--- config.mk ---
export PLATFORM = sky130hd
export DESIGN_NAME = dsc_instruction_decode
export DESIGN_NICKNAME = d
export VERILOG_FILES = /design/src/core/dsc_pkg.sv /design/src/core/dsc_op_class.sv /design/src/core/dsc_instruction_decode.sv
export VERILOG_INCLUDE_DIRS = /design/src /design/src/core
export SDC_FILE = /design/constraint.sdc
export NUM_CORES = 1
export LEC_CHECK = 0
export BUFFER_PORTS_ARGS = -buffer_cell sky130_fd_sc_hd__clkbuf_2
export CORE_MARGIN = 2
export CORE_UTILIZATION = 30
export CTS_CLUSTER_DIAMETER = 80
export CTS_CLUSTER_SIZE = 30
export DETAILED_ROUTE_END_ITERATION = 7
export GPL_ROUTABILITY_DRIVEN = 0
export SYNTH_ARGS = -nofsm -noshare
export SYNTH_HDL_FRONTEND = slang
export SYNTH_HIERARCHICAL = 1
export SYNTH_SLANG_ARGS = --single-unit
--- constraint.sdc ---
create_clock -name mclk -period 4.3 [get_ports mclk]
set_input_delay 0.645 -clock mclk [delete_from_list [all_inputs] [get_ports mclk]]
set_output_delay 0.645 -clock mclk [all_outputs]
set_load 0.02 [all_outputs]
--- src/core/dsc_defs.svh ---
`ifndef DSC_DEFS_SVH
`define DSC_DEFS_SVH

// program counter and fetch
`define DSC_RESET_VEC 23'h000000
`define DSC_PC_STEP 23'h000002

// instruction word field ranges
`define DSC_F_OP 23:16
`define DSC_F_WS 3:0
`define DSC_F_SMODE 6:4
`define DSC_F_WD 10:7
`define DSC_F_DMODE 13:11
`define DSC_F_BYTE 14
`define DSC_F_WB 18:15
`define DSC_F_FILE 12:0
`define DSC_F_FDEST 13
`define DSC_F_BIT4 15:12
`define DSC_F_BITIND 14
`define DSC_F_TEN_BIT_LITERAL 13:4
`define DSC_F_LITSEP 19
`define DSC_F_ACC 18
`define DSC_F_AWB 17:16
`define DSC_F_PAIR 15:13
`define DSC_F_WX 12:9
`define DSC_F_WY 8:5
`define DSC_F_WXD 4:3
`define DSC_F_WYD 2:1
`define DSC_F_SHREG 17
`define DSC_F_SHWN 16:13
`define DSC_F_SHLIT 12:7
`define DSC_F_PLO 15:0
`define DSC_F_PHI 6:0

// opcode values and class masks
`define DSC_OP_NOP 8'h00
`define DSC_OP_IJMP 8'h01
`define DSC_OP_CALL 8'h02
`define DSC_OP_GOTO 8'h04
`define DSC_OP_IRET 8'h05
`define DSC_OP_RET 8'h06
`define DSC_OP_LOOP 8'h08
`define DSC_OP_UJMP 8'h37
`define DSC_MSK_WIDE 8'hE0
`define DSC_MSK_NARROW 8'hF8
`define DSC_VAL_CBR 8'h30
`define DSC_VAL_DEFAULT_WORK_REG 8'h40
`define DSC_VAL_LIT 8'h60
`define DSC_VAL_FILE 8'h80
`define DSC_VAL_BIT 8'hA8
`define DSC_VAL_TBL 8'hB8
`define DSC_VAL_MAC 8'hC0
`define DSC_VAL_DSP 8'hC8
`define DSC_VAL_DIV 8'hD8
`define DSC_VAL_SKIP 8'hE0
`define DSC_VAL_MOVD 8'hE8

// cycle counts
`define DSC_CYC_ONE 2'h1
`define DSC_CYC_TWO 2'h2
`define DSC_CYC_THREE 2'h3

// operand limits and fixed registers
`define DSC_PAIR_MAX 3'h5
`define DSC_AWB_REG 4'hD
`define DSC_AWB_POSTINC 2'h2
`define DSC_PREFETCH_BASE 2'h1
`define DSC_DBG_RAM_BYTES 13'h0050
`define DSC_DBG_PAIRS 3

`endif

--- src/core/dsc_pkg.sv ---
package dsc_pkg;

  typedef enum logic [4:0] {
    DSC_CL_NOP = 5'h00,
    DSC_CL_DEFAULT_WORK_REG = 5'h01,
    DSC_CL_FILE = 5'h02,
    DSC_CL_BIT = 5'h03,
    DSC_CL_LIT = 5'h04,
    DSC_CL_MAC = 5'h05,
    DSC_CL_DSP = 5'h06,
    DSC_CL_DIV = 5'h07,
    DSC_CL_UJMP = 5'h08,
    DSC_CL_CBR = 5'h09,
    DSC_CL_IJMP = 5'h0A,
    DSC_CL_TBL = 5'h0B,
    DSC_CL_RET = 5'h0C,
    DSC_CL_SKIP = 5'h0D,
    DSC_CL_MOVD = 5'h0E,
    DSC_CL_TWOJ = 5'h0F,
    DSC_CL_TWOL = 5'h10,
    DSC_CL_ILL = 5'h11
  } dsc_class_e;

  typedef enum logic [2:0] {
    DSC_ST_ISSUE = 3'h0,
    DSC_ST_WORD2 = 3'h1,
    DSC_ST_NOPS = 3'h2,
    DSC_ST_SKIP1 = 3'h3,
    DSC_ST_SKIP2 = 3'h4
  } dsc_state_e;

  typedef struct packed {
    dsc_class_e opClass;
    logic [7:0] opcode;
    logic byteMode;
    logic [3:0] baseWorkReg;
    logic [3:0] sourceWorkReg;
    logic [2:0] srcMode;
    logic [3:0] destWorkReg;
    logic [2:0] dstMode;
    logic [12:0] fileAddr;
    logic destIsDefaultWorkReg;
    logic [3:0] bitSel;
    logic bitIndirect;
    logic [9:0] tenBitLiteral;
    logic litDestPresent;
    logic accB;
    logic [3:0] mulRegX;
    logic [3:0] mulRegY;
    logic [3:0] xPrefetch;
    logic [3:0] yPrefetch;
    logic [3:0] xDest;
    logic [3:0] yDest;
    logic accWritebackEn;
    logic [3:0] accWritebackReg;
    logic accWritebackInd;
    logic shiftFromReg;
    logic [5:0] shiftAmount;
    logic [22:0] programAddrLiteral;
  } dsc_dec_s;

  typedef struct packed {
    logic carry;
    logic digitCarry;
    logic negative;
    logic overflow;
    logic zero;
    logic accAOverflow;
    logic accBOverflow;
    logic accAClampFlag;
    logic accBClampFlag;
  } dsc_flags_s;

endpackage

--- src/core/dsc_op_class.sv ---
`timescale 1ns/1ps
`default_nettype none
`include "dsc_defs.svh"

module dsc_op_class (
  input wire logic [7:0] opcode,
  output var dsc_pkg::dsc_class_e opClass,
  output logic twoWord,
  output logic [1:0] baseCycles
);
  wire isNarrowCbr = (opcode & `DSC_MSK_NARROW) == `DSC_VAL_CBR;
  wire isWreg = (opcode & `DSC_MSK_WIDE) == `DSC_VAL_DEFAULT_WORK_REG;
  wire isLit = (opcode & `DSC_MSK_WIDE) == `DSC_VAL_LIT;
  wire isFile = (opcode & `DSC_MSK_NARROW) == `DSC_VAL_FILE;
  wire isBit = (opcode & `DSC_MSK_NARROW) == `DSC_VAL_BIT;
  wire isTbl = (opcode & `DSC_MSK_NARROW) == `DSC_VAL_TBL;
  wire isMac = (opcode & `DSC_MSK_NARROW) == `DSC_VAL_MAC;
  wire isDsp = (opcode & `DSC_MSK_NARROW) == `DSC_VAL_DSP;
  wire isDiv = (opcode & `DSC_MSK_NARROW) == `DSC_VAL_DIV;
  wire isSkip = (opcode & `DSC_MSK_NARROW) == `DSC_VAL_SKIP;
  wire isMovd = (opcode & `DSC_MSK_NARROW) == `DSC_VAL_MOVD;
  wire isTwoJ = (opcode == `DSC_OP_CALL) || (opcode == `DSC_OP_GOTO);
  wire isRet = (opcode == `DSC_OP_RET) || (opcode == `DSC_OP_IRET);

  // unconditional jump sits inside the conditional range, so test it first
  assign opClass =
    (opcode == `DSC_OP_NOP) ? dsc_pkg::DSC_CL_NOP :
    isTwoJ ? dsc_pkg::DSC_CL_TWOJ :
    (opcode == `DSC_OP_LOOP) ? dsc_pkg::DSC_CL_TWOL :
    (opcode == `DSC_OP_IJMP) ? dsc_pkg::DSC_CL_IJMP :
    isRet ? dsc_pkg::DSC_CL_RET :
    (opcode == `DSC_OP_UJMP) ? dsc_pkg::DSC_CL_UJMP :
    isNarrowCbr ? dsc_pkg::DSC_CL_CBR :
    isWreg ? dsc_pkg::DSC_CL_DEFAULT_WORK_REG :
    isLit ? dsc_pkg::DSC_CL_LIT :
    isFile ? dsc_pkg::DSC_CL_FILE :
    isBit ? dsc_pkg::DSC_CL_BIT :
    isTbl ? dsc_pkg::DSC_CL_TBL :
    isMac ? dsc_pkg::DSC_CL_MAC :
    isDsp ? dsc_pkg::DSC_CL_DSP :
    isDiv ? dsc_pkg::DSC_CL_DIV :
    isSkip ? dsc_pkg::DSC_CL_SKIP :
    isMovd ? dsc_pkg::DSC_CL_MOVD : dsc_pkg::DSC_CL_ILL;

  // exactly three opcodes take two program words
  assign twoWord = isTwoJ || (opcode == `DSC_OP_LOOP);

  assign baseCycles =
    isRet ? `DSC_CYC_THREE :
    (twoWord || isMovd || isTbl || (opcode == `DSC_OP_IJMP) ||
     (opcode == `DSC_OP_UJMP)) ? `DSC_CYC_TWO :
    `DSC_CYC_ONE;
endmodule

`default_nettype wire

--- src/core/dsc_instruction_decode.sv ---
`timescale 1ns/1ps
`default_nettype none
`include "dsc_defs.svh"

module dsc_instruction_decode #(
  parameter int DBG_PAIRS = `DSC_DBG_PAIRS
) (
  input wire logic mclk,
  input wire logic sys_rst,
  input wire logic [23:0] progWord,
  input wire logic progValid,
  input wire logic condTrue,
  input wire logic pcLoad,
  input wire logic [22:0] pcLoadAddr,
  input wire dsc_pkg::dsc_flags_s flagWrite,
  input wire dsc_pkg::dsc_flags_s flagValue,
  input wire logic debugEnable,
  input wire logic [1:0] debugPairSel,
  output logic [22:0] fetchAddr,
  output logic fetchReq,
  output var dsc_pkg::dsc_dec_s dec,
  output logic issueValid,
  output logic nopCycle,
  output logic [1:0] instrCycles,
  output logic illegalOp,
  output logic debugRamViolation,
  output logic [DBG_PAIRS-1:0] debugPinOwned,
  output var dsc_pkg::dsc_flags_s status
);
  dsc_pkg::dsc_state_e state;
  dsc_pkg::dsc_state_e next_state;
  dsc_pkg::dsc_class_e wordClass;
  dsc_pkg::dsc_class_e firstClass;
  dsc_pkg::dsc_class_e curClass;
  dsc_pkg::dsc_dec_s next_dec;
  dsc_pkg::dsc_flags_s next_status;
  logic [23:0] firstWord;
  logic [1:0] nopLeft;
  logic [1:0] next_nopLeft;
  logic [1:0] next_cycles;
  logic [22:0] next_pc;
  logic wordTwo;
  logic [1:0] baseCycles;
  logic next_issue;
  logic next_nop;
  logic [DBG_PAIRS-1:0] next_pins;

  dsc_op_class u_class (
    .opcode(progWord[`DSC_F_OP]),
    .opClass(wordClass),
    .twoWord(wordTwo),
    .baseCycles(baseCycles)
  );

  // a word is taken whenever memory offers one outside no-op cycles
  wire inIssue = state == dsc_pkg::DSC_ST_ISSUE;
  wire inWord2 = state == dsc_pkg::DSC_ST_WORD2;
  wire take = progValid && (state != dsc_pkg::DSC_ST_NOPS);
  wire issueSingle = take && inIssue && !wordTwo;
  wire issueDouble = take && inWord2;
  wire skipTaken = issueSingle && condTrue &&
                   (wordClass == dsc_pkg::DSC_CL_SKIP);

  // operands come from the held first word while the second one arrives
  wire [23:0] w = inWord2 ? firstWord : progWord;
  assign curClass = inWord2 ? firstClass : wordClass;

  wire isByte = w[`DSC_F_BYTE] && (curClass != dsc_pkg::DSC_CL_BIT);
  wire [9:0] litRaw = w[`DSC_F_TEN_BIT_LITERAL];
  wire [2:0] pairIdx = w[`DSC_F_PAIR];
  wire [1:0] awbSel = w[`DSC_F_AWB];
  wire [12:0] fileField = w[`DSC_F_FILE];
  wire isFileOp = curClass == dsc_pkg::DSC_CL_FILE;
  wire isMacOp = curClass == dsc_pkg::DSC_CL_MAC;
  wire isDivOp = curClass == dsc_pkg::DSC_CL_DIV;
  wire isCond = curClass == dsc_pkg::DSC_CL_CBR;

  // six distinct pairs from registers 4..7; index 6 and 7 are refused
  function automatic logic [7:0] mulPair(input logic [2:0] idx);
    case (idx)
      3'h0: mulPair = {4'h4, 4'h5};
      3'h1: mulPair = {4'h4, 4'h6};
      3'h2: mulPair = {4'h4, 4'h7};
      3'h3: mulPair = {4'h5, 4'h6};
      3'h4: mulPair = {4'h5, 4'h7};
      3'h5: mulPair = {4'h6, 4'h7};
      default: mulPair = {4'h0, 4'h0};
    endcase
  endfunction

  wire [7:0] pairRegs = mulPair(pairIdx);
  wire pairBad = isMacOp && (pairIdx > `DSC_PAIR_MAX);
  wire awbBad = isMacOp && (awbSel == 2'h3);
  // divide operands must be plain register contents, no pointer modes
  wire divBad = isDivOp &&
                ((w[`DSC_F_SMODE] != 3'h0) || (w[`DSC_F_DMODE] != 3'h0));
  wire classBad = curClass == dsc_pkg::DSC_CL_ILL;

  always_comb begin
    next_dec = '0;
    next_dec.opClass = curClass;
    next_dec.opcode = w[`DSC_F_OP];
    next_dec.byteMode = isByte;
    next_dec.baseWorkReg = w[`DSC_F_WB];
    next_dec.sourceWorkReg = w[`DSC_F_WS];
    next_dec.srcMode = isDivOp ? 3'h0 : w[`DSC_F_SMODE];
    next_dec.destWorkReg = w[`DSC_F_WD];
    next_dec.dstMode = isDivOp ? 3'h0 : w[`DSC_F_DMODE];
    // thirteen-bit field covers exactly 0..0x1FFF
    next_dec.fileAddr = fileField;
    next_dec.destIsDefaultWorkReg = isFileOp &&
                                    !w[`DSC_F_FDEST];
    next_dec.bitSel = w[`DSC_F_BIT4];
    next_dec.bitIndirect = (curClass == dsc_pkg::DSC_CL_BIT) &&
                           w[`DSC_F_BITIND];
    // byte mode cannot carry more than eight significant bits
    next_dec.tenBitLiteral = isByte ? {2'h0, litRaw[7:0]} :
                             litRaw;
    next_dec.litDestPresent = (curClass == dsc_pkg::DSC_CL_LIT) &&
                              w[`DSC_F_LITSEP];
    next_dec.accB = w[`DSC_F_ACC];
    next_dec.mulRegX = pairRegs[7:4];
    next_dec.mulRegY = pairRegs[3:0];
    next_dec.xPrefetch = w[`DSC_F_WX];
    next_dec.yPrefetch = w[`DSC_F_WY];
    next_dec.xDest = {`DSC_PREFETCH_BASE, w[`DSC_F_WXD]};
    next_dec.yDest = {`DSC_PREFETCH_BASE, w[`DSC_F_WYD]};
    next_dec.accWritebackEn = isMacOp && (awbSel != 2'h0);
    next_dec.accWritebackReg = `DSC_AWB_REG;
    next_dec.accWritebackInd = awbSel == `DSC_AWB_POSTINC;
    next_dec.shiftFromReg = w[`DSC_F_SHREG];
    next_dec.shiftAmount = w[`DSC_F_SHREG] ? {2'h0, w[`DSC_F_SHWN]} :
                           w[`DSC_F_SHLIT];
    // target is never odd, whatever the encoding holds
    next_dec.programAddrLiteral = {progWord[`DSC_F_PHI],
                                   w[15:1], 1'b0};
  end

  // sequencing of words and padding no-op cycles
  always_comb begin
    next_state = state;
    next_nopLeft = nopLeft;
    next_cycles = instrCycles;
    next_issue = 1'b0;
    next_nop = 1'b0;
    case (state)
      dsc_pkg::DSC_ST_ISSUE: begin
        if (take && wordTwo) begin
          next_state = dsc_pkg::DSC_ST_WORD2;
        end else if (take) begin
          next_issue = 1'b1;
          if (skipTaken) begin
            next_state = dsc_pkg::DSC_ST_SKIP1;
            next_cycles = `DSC_CYC_TWO;
          end else if (isCond && condTrue) begin
            next_state = dsc_pkg::DSC_ST_NOPS;
            next_nopLeft = 2'h0;
            next_cycles = `DSC_CYC_TWO;
          end else if (isCond || (baseCycles == `DSC_CYC_ONE)) begin
            next_cycles = `DSC_CYC_ONE;
          end else begin
            next_state = dsc_pkg::DSC_ST_NOPS;
            next_nopLeft = baseCycles - `DSC_CYC_TWO;
            next_cycles = baseCycles;
          end
        end
      end
      dsc_pkg::DSC_ST_WORD2: begin
        if (take) begin
          next_state = dsc_pkg::DSC_ST_ISSUE;
          next_issue = 1'b1;
          next_cycles = `DSC_CYC_TWO;
        end
      end
      dsc_pkg::DSC_ST_NOPS: begin
        next_nop = 1'b1;
        if (nopLeft == 2'h0) begin
          next_state = dsc_pkg::DSC_ST_ISSUE;
        end else begin
          next_nopLeft = nopLeft - 2'h1;
        end
      end
      dsc_pkg::DSC_ST_SKIP1: begin
        if (take) begin
          next_nop = 1'b1;
          // a two-word victim costs one more discarded word
          if (wordTwo) begin
            next_state = dsc_pkg::DSC_ST_SKIP2;
            next_cycles = `DSC_CYC_THREE;
          end else begin
            next_state = dsc_pkg::DSC_ST_ISSUE;
          end
        end
      end
      dsc_pkg::DSC_ST_SKIP2: begin
        if (take) begin
          next_nop = 1'b1;
          next_state = dsc_pkg::DSC_ST_ISSUE;
        end
      end
      default: begin
        next_state = dsc_pkg::DSC_ST_ISSUE;
      end
    endcase
  end

  // explicit load from execution wins over the literal and the increment
  wire loadLiteral = issueDouble && (firstClass == dsc_pkg::DSC_CL_TWOJ);
  assign next_pc = pcLoad ? {pcLoadAddr[22:1], 1'b0} :
                   loadLiteral ? next_dec.programAddrLiteral :
                   take ? fetchAddr + `DSC_PC_STEP : fetchAddr;

  // every flag, zero included, takes flagValue where flagWrite is set and holds otherwise
  assign next_status = (status & ~flagWrite) |
                       (flagValue & flagWrite);

  wire fileInDebug = isFileOp && debugEnable &&
                     (fileField < `DSC_DBG_RAM_BYTES);

  // the debugger picks its pair; only that pair is taken from the application
  genvar gi;
  generate
    for (gi = 0; gi < DBG_PAIRS; gi = gi + 1) begin : g_pin
      assign next_pins[gi] = debugEnable &&
                             (debugPairSel == 2'(gi));
    end
  endgenerate

  always_ff @(posedge mclk or posedge sys_rst) begin
    if (sys_rst) begin
      state <= dsc_pkg::DSC_ST_ISSUE;
      firstWord <= 24'h000000;
      firstClass <= dsc_pkg::DSC_CL_NOP;
      fetchAddr <= `DSC_RESET_VEC;
      nopLeft <= 2'h0;
    end else begin
      state <= next_state;
      nopLeft <= next_nopLeft;
      fetchAddr <= next_pc;
      if (take && inIssue && wordTwo) begin
        firstWord <= progWord;
        firstClass <= wordClass;
      end
    end
  end

  always_ff @(posedge mclk or posedge sys_rst) begin
    if (sys_rst) begin
      dec <= '0;
      issueValid <= 1'b0;
      nopCycle <= 1'b0;
      instrCycles <= `DSC_CYC_ONE;
      illegalOp <= 1'b0;
      debugRamViolation <= 1'b0;
    end else begin
      issueValid <= next_issue;
      nopCycle <= next_nop;
      instrCycles <= next_cycles;
      illegalOp <= (issueSingle || issueDouble) &&
                   (classBad || pairBad || awbBad || divBad);
      debugRamViolation <= (issueSingle || issueDouble) &&
                           fileInDebug;
      if (issueSingle || issueDouble) begin
        dec <= next_dec;
      end
    end
  end

  always_ff @(posedge mclk or posedge sys_rst) begin
    if (sys_rst) begin
      status <= '0;
      debugPinOwned <= '0;
      fetchReq <= 1'b0;
    end else begin
      status <= next_status;
      debugPinOwned <= next_pins;
      // words fetched during padding would be thrown away anyway
      fetchReq <= next_state != dsc_pkg::DSC_ST_NOPS;
    end
  end
endmodule

`default_nettype wire

# Word-level counts from Yosys, hierarchy flattened
# Cells that the tools add are included.
dict set report classes {
  add_sub_neg 3
  magnitude_cmp 2
  n_eq_ne 52
  muxes 59
  bitwise_logic 4
  reduce_logical 55
}
# op n
set op_table {}
lappend op_table {{$mux 5} 18}
lappend op_table {{$mux 23} 3}
lappend op_table {{$eq 5x5->1 const B} 9}
lappend op_table {{$pmux 7 s6} 1}
lappend op_table {{$mux 3} 11}
lappend op_table {{$mux 2} 16}
lappend op_table {{$logic_and 1x1->1} 25}
lappend op_table {{$eq 8x3->1 const B} 3}
lappend op_table {{$mux 24} 1}
lappend op_table {{$add 23x2->23 const B} 1}
lappend op_table {{$eq 5x3->1 const B} 4}
lappend op_table {{$and 9x9->9} 2}
lappend op_table {{$eq 3x2->1 const B} 6}
lappend op_table {{$eq 5x4->1 const B} 3}
lappend op_table {{$logic_or 1x1->1} 13}
lappend op_table {{$lt 13x7->1 const B} 1}
lappend op_table {{$pmux 3 s4} 1}
lappend op_table {{$reduce_and 6->1} 2}
lappend op_table {{$reduce_bool 3->1} 4}
lappend op_table {{$eq 5x2->1 const B} 2}
lappend op_table {{$mux 10} 1}
lappend op_table {{$eq 3x3->1 const B} 3}
lappend op_table {{$not 9->9} 1}
lappend op_table {{$or 9x9->9} 1}
lappend op_table {{26 further kinds} 43}
dict set report totals {
  ff_bits 193
  in_bits 73
  out_inout_bits 165
  elab_cells 223
}

# Depth between registers and ports, before layout
dict set report depth {
  ltp_word 28
  mapped_depth 11
  mapped_depth_nobuf 9
}

# Hierarchy
# The synthesis kept the hierarchy.
# module instances cells_each area_each_um2 seq_area_each_um2
set modules_own_cells {}
lappend modules_own_cells {dsc_instruction_decode 1 741 7226.9 3429.5}
lappend modules_own_cells {dsc_op_class 1 63 410.4 0.0}

# Worst setup path after synthesis
# Ideal clock, no wire load.
dict set report synth_timing {
  path_kind {input -> register}
  startpoint {input progWord[17]}
  endpoint {register nopLeft[0]}
  setup_time_ns 0.142
  arrival_ns 2.938
  required_time_ns 4.158
  slack_ns 1.220
  cell_stages 9
  path_buffers 1
  cell_sequence {buf_2 > a2111oi_1 > a21oi_1 > o311a_1 > or3b_2 > or4_4 > o311ai_1 > or2_1 > o311ai_1}
}
dict set report synth_via {
  word_cells_on_any_way 45
  cone_classes {add/sub: 1; eq/ne: 13; mux: 15; reduce/logical: 16}
}
# item line
set synth_lines {}
lappend synth_lines {{from (decl)} dsc_instruction_decode.sv:10} ;# input wire logic [23:0] progWord,
lappend synth_lines {{$eq 8x6->1 (no source line) / $eq 8x3->1 (equally long branches)} --}
lappend synth_lines {{$mux 5 / $logic_or 1x1->1 (equally long branches)} {dsc_op_class.sv:32, dsc_op_class.sv:23}}
lappend synth_lines {{$mux 5} dsc_op_class.sv:31} ;# isRet ? dsc_pkg::DSC_CL_RET :
lappend synth_lines {{$mux 5} dsc_op_class.sv:30} ;# (opcode == `DSC_OP_IJMP) ? dsc_pkg::DSC_CL_IJMP :
lappend synth_lines {{$mux 5} dsc_op_class.sv:29} ;# (opcode == `DSC_OP_LOOP) ? dsc_pkg::DSC_CL_TWOL :
lappend synth_lines {{$mux 5} dsc_op_class.sv:28} ;# isTwoJ ? dsc_pkg::DSC_CL_TWOJ :
lappend synth_lines {{$mux 5 (*)} dsc_op_class.sv:27} ;# (opcode == `DSC_OP_NOP) ? dsc_pkg::DSC_CL_NOP :
lappend synth_lines {{via wordClass[4]} dsc_instruction_decode.sv:32} ;# dsc_pkg::dsc_class_e wordClass;
lappend synth_lines {{$mux 5} dsc_instruction_decode.sv:66} ;# assign curClass = inWord2 ? firstClass : wordClass;
lappend synth_lines {{$eq 5x4->1} dsc_instruction_decode.sv:76} ;# wire isCond = curClass == dsc_pkg::DSC_CL_CBR;
lappend synth_lines {{$logic_and 1x1->1} dsc_instruction_decode.sv:155} ;# end else if (isCond && condTrue) begin
lappend synth_lines {{$mux 2} dsc_instruction_decode.sv:155}
lappend synth_lines {{$mux 2} dsc_instruction_decode.sv:152} ;# if (skipTaken) begin
lappend synth_lines {{$mux 2} dsc_instruction_decode.sv:150} ;# end else if (take) begin
lappend synth_lines {{$mux 2} dsc_instruction_decode.sv:148} ;# if (take && wordTwo) begin
lappend synth_lines {{$pmux 2 s2} dsc_instruction_decode.sv:146} ;# case (state)
lappend synth_lines {{to (signal assigned)} dsc_instruction_decode.sv:238} ;# nopLeft <= next_nopLeft;
lappend synth_lines {{to (decl)} dsc_instruction_decode.sv:38} ;# logic [1:0] nopLeft;
# The timed path passes the listed nets; every way through them passes the cells marked *. The select of a mux whose other input is x is not followed.
# A chain may end at the register's enable or synchronous reset.

# Final worst setup path
# Ends and elaborated chain as after synthesis.

==> results.toml <==
[die]
die_h_um = 163.6
start_util_pct = 30.42
num_rows = 58
io_pins = 238
die_area_sq_um = 26750
die_w_um = 163.6
core_sq_um = 25110

[sta]
setup_ws_ps = 1204
setup_tns_ps = 0
slew_headroom_pct = 26.88
hold_viol = 0
finalCritPeriodShare_pct = 71.99
rsz0062_at_grt = "false"
final_max_slew_viol_count = 0
setup_viol = 0
worst_pin_slew_ps = 1097
clock_skew_ps = 10.19
period_minus_slack_ps = 3096
max_freq_ghz = 0.3230

[setup_path]
max_stage_delay_ps = 590
cp_data_arrival_time_ps = 3380
end_kind = "flip-flop"
cp_max_fo = 13
cp_top_family = "compound AO/OA/AOI/OAI gates"
crit_required_ps = 4580
start_kind = "input port"
critPathMostFrequentCell = "o311ai_1"
crit_chain = "clkbuf_2 -> a2111oi_1 -> a21oi_1 -> o311a_1 -> or3b_2 -> or4_4 -> o311ai_1 -> or2_1 -> o311ai_1"
crit_slowest_cell = "a2111oi_1"
cp_num_buf_inv = 1
crit_type = "input port to flip-flop"

[global_route]
overflow = 0
grt_pass1_vias = 6175
grt_pass1_wl_um = 34340
grt_max_degree = 138
grtUsageTotal_pct = 16.71
antenna_found_initial = 0

[power_and_ir_drop]
p_leak_uw = 0.004432
power.total_uw = 5333
vdd_drop_max_v = 0.0003079
power_density_nw_per_um2 = 579.4

[clocking]
clock-sinks = 137
clockBufferDepth = 2
cts_hold_buf = 0
cts_resized = 0
clk_pin_slew_ps = 60
htree_levels = 4
tritoncts = "done"
post-cts-setup-buffer-count = 0
numCtsBuffers = 17
clk-insertion-delay-late_ps = 430
cts_root_buffer = "clkbuf_16"

[drt]
viasPerCell = 5.075
drc = 0
vias = 6598
drt_pass1_iterations = 5
post_drt_wl_per_cell_um = 17.13
postRouteAntennaNets = 0
wirelength_um = 22270
first_iter_violations = 530

[placement]
place_area_sq_um = 8647
dpl.hpwl_um = 15870
port-buffer-count = 229
dp.cells = 1270
place_ws_ps = 793.4

[synthesis]
synth-edff-count = 0
synth_top_area_cell = "dfrtp_1"
yosys-top-cells-area = "dfrtp_1, buf_4, mux2_2"
synthFlopType = "dfrtp_1"
syn_inst = 804
async_reset_ff_share_pct = 100.0
synth_area_sq_um = 7637
synth.avg_cell_area_sq_um = 9.499
yosysSeqAreaShare_pct = 44.90
ys_seq_elements = 137
synth_most_common_cell = "dfrtp_1"
yosysUniqueCellTypes = 78
yosys_warnings = 6
yosysTopAreaCellShare_pct = 44.56
synth_common_cells = "dfrtp_1, nand2_1, buf_4"

[layout]
syn2layout_area_growth_pct = 20.53
stdcell_count = 1300
nets = 1034
drive_above_1_share_pct = 34.23
fin_area_sq_um = 9205
insertedDiodeCount = 0
nFillCells = 2564

[flow_run]
cap_violations = 0

[min_path]
hold_path.class = "input port to flip-flop"

[outcome]
status = "complete, no violations"
-- cell families (layout without fill, tap and decap cells) --
kind of cell,count (synthesis),count (layout),synth area share (%)
AND/OR/NAND/NOR,292,292,19.33
AO/OA/AOI/OAI,178,178,15.30
flip-flops,137,137,44.90
buffers and inverters,122,282,9.748
multiplexers,63,63,9.305
XOR/XNOR,9,9,1.032
adder cells (fa/ha/maj),2,2,0.3276
other,1,7,0.04910
-- path summary, 6_finish.rpt --
path                                 start          endpoint  slack (ps)  depth (start not counted)
hold reg to reg                    dec[26]           dec[26]         480                          2
setup reg to reg                  state[1]     fetchAddr[20]        1460                          5
setup / recovery              progWord[17]        nopLeft[0]        1200                          9
hold / removal             debugPairSel[0]  debugPinOwned[2]         400                          2
max in group asynchronous          sys_rst     firstWord[21]        3310                          3
min in group asynchronous          sys_rst         status[2]         450                          3
-- through the flow --
step,util [%],hold slack (ps)
4_1_cts,36.66,383.9
6_report,36.66,400.7
3_3_place_gp,34.44,461.9
5_1_grt,36.66,383.8
2_1_floorplan,-,471.8
3_5_place_dp,34.44,462.5
-- registers in the layout (all words and copies together), names as in the netlist --
signal             count
issueValid             1
debugRamViolation      1
debugPinOwned          3
firstClass             5
nopLeft                2
fetchAddr             22
firstWord             24
status                 9
fetchReq               1
instrCycles            2
illegalOp              1
nopCycle               1
dec                   62
state                  3
-- placed cells by master (no fill, tap or decap), types with 4 or more instances in the layout --
cell / synthesis / routed
a21oi_1: 30 / 30
a22oi_1: 4 / 4
nand3_1: 18 / 17
nor3b_1: 12 / 12
or3_1: 8 / 8
conb_1: 1 / 7
mux2_2: 40 / 40
a22o_1: 10 / 10
inv_1: 13 / 12
and3_1: 6 / 6
o21ai_0: 50 / 49
clkinv_2: 0 / 4
nor4_1: 9 / 9
or2_2: 4 / 4
and4_1: 4 / 4
dfrtp_1: 136 / 136
a211oi_1: 5 / 5
mux2i_1: 20 / 20
a21o_1: 10 / 10
clkinvlp_4: 0 / 4
buf_4: 63 / 8
nand2b_1: 10 / 10
nor2_1: 56 / 55
nor3_1: 12 / 12
nor2b_1: 4 / 4
nand4_1: 10 / 10
nand2_1: 114 / 114
clkbuf_2: 0 / 229
a31oi_1: 21 / 21
xor2_1: 8 / 8
clkbuf_16: 0 / 17
o31ai_1: 9 / 9
-- where the power goes --
group          leakage, uW  switching [uW]  internal (uW)
registers          0.00170             300           1630
logic              0.00246            1300            662
clock network     0.000268             595            845
-- layout make-up --
class,count,area (sq um),area share (%)
Timing Repair Buffer,239,1246,13.54
Sequential cell,137,3430,37.26
Tap cell,330,412.9,4.486
Clock inverter,12,128.9,1.400
Clock buffer,18,429.2,4.662
Inverter,13,52.55,0.5709
Multi-Input combinational cell,551,3506,38.09
-- per-layer routing --
metal	wire length, um	vias up	global-route usage (%)
met4	445	0	5.263
met2	10270	239	26.74
li1	-	3119	-
met3	1384	32	3.885
met1	10170	3208	22.39
met5	0	-	0
Power figures use the tool's default switching activity.
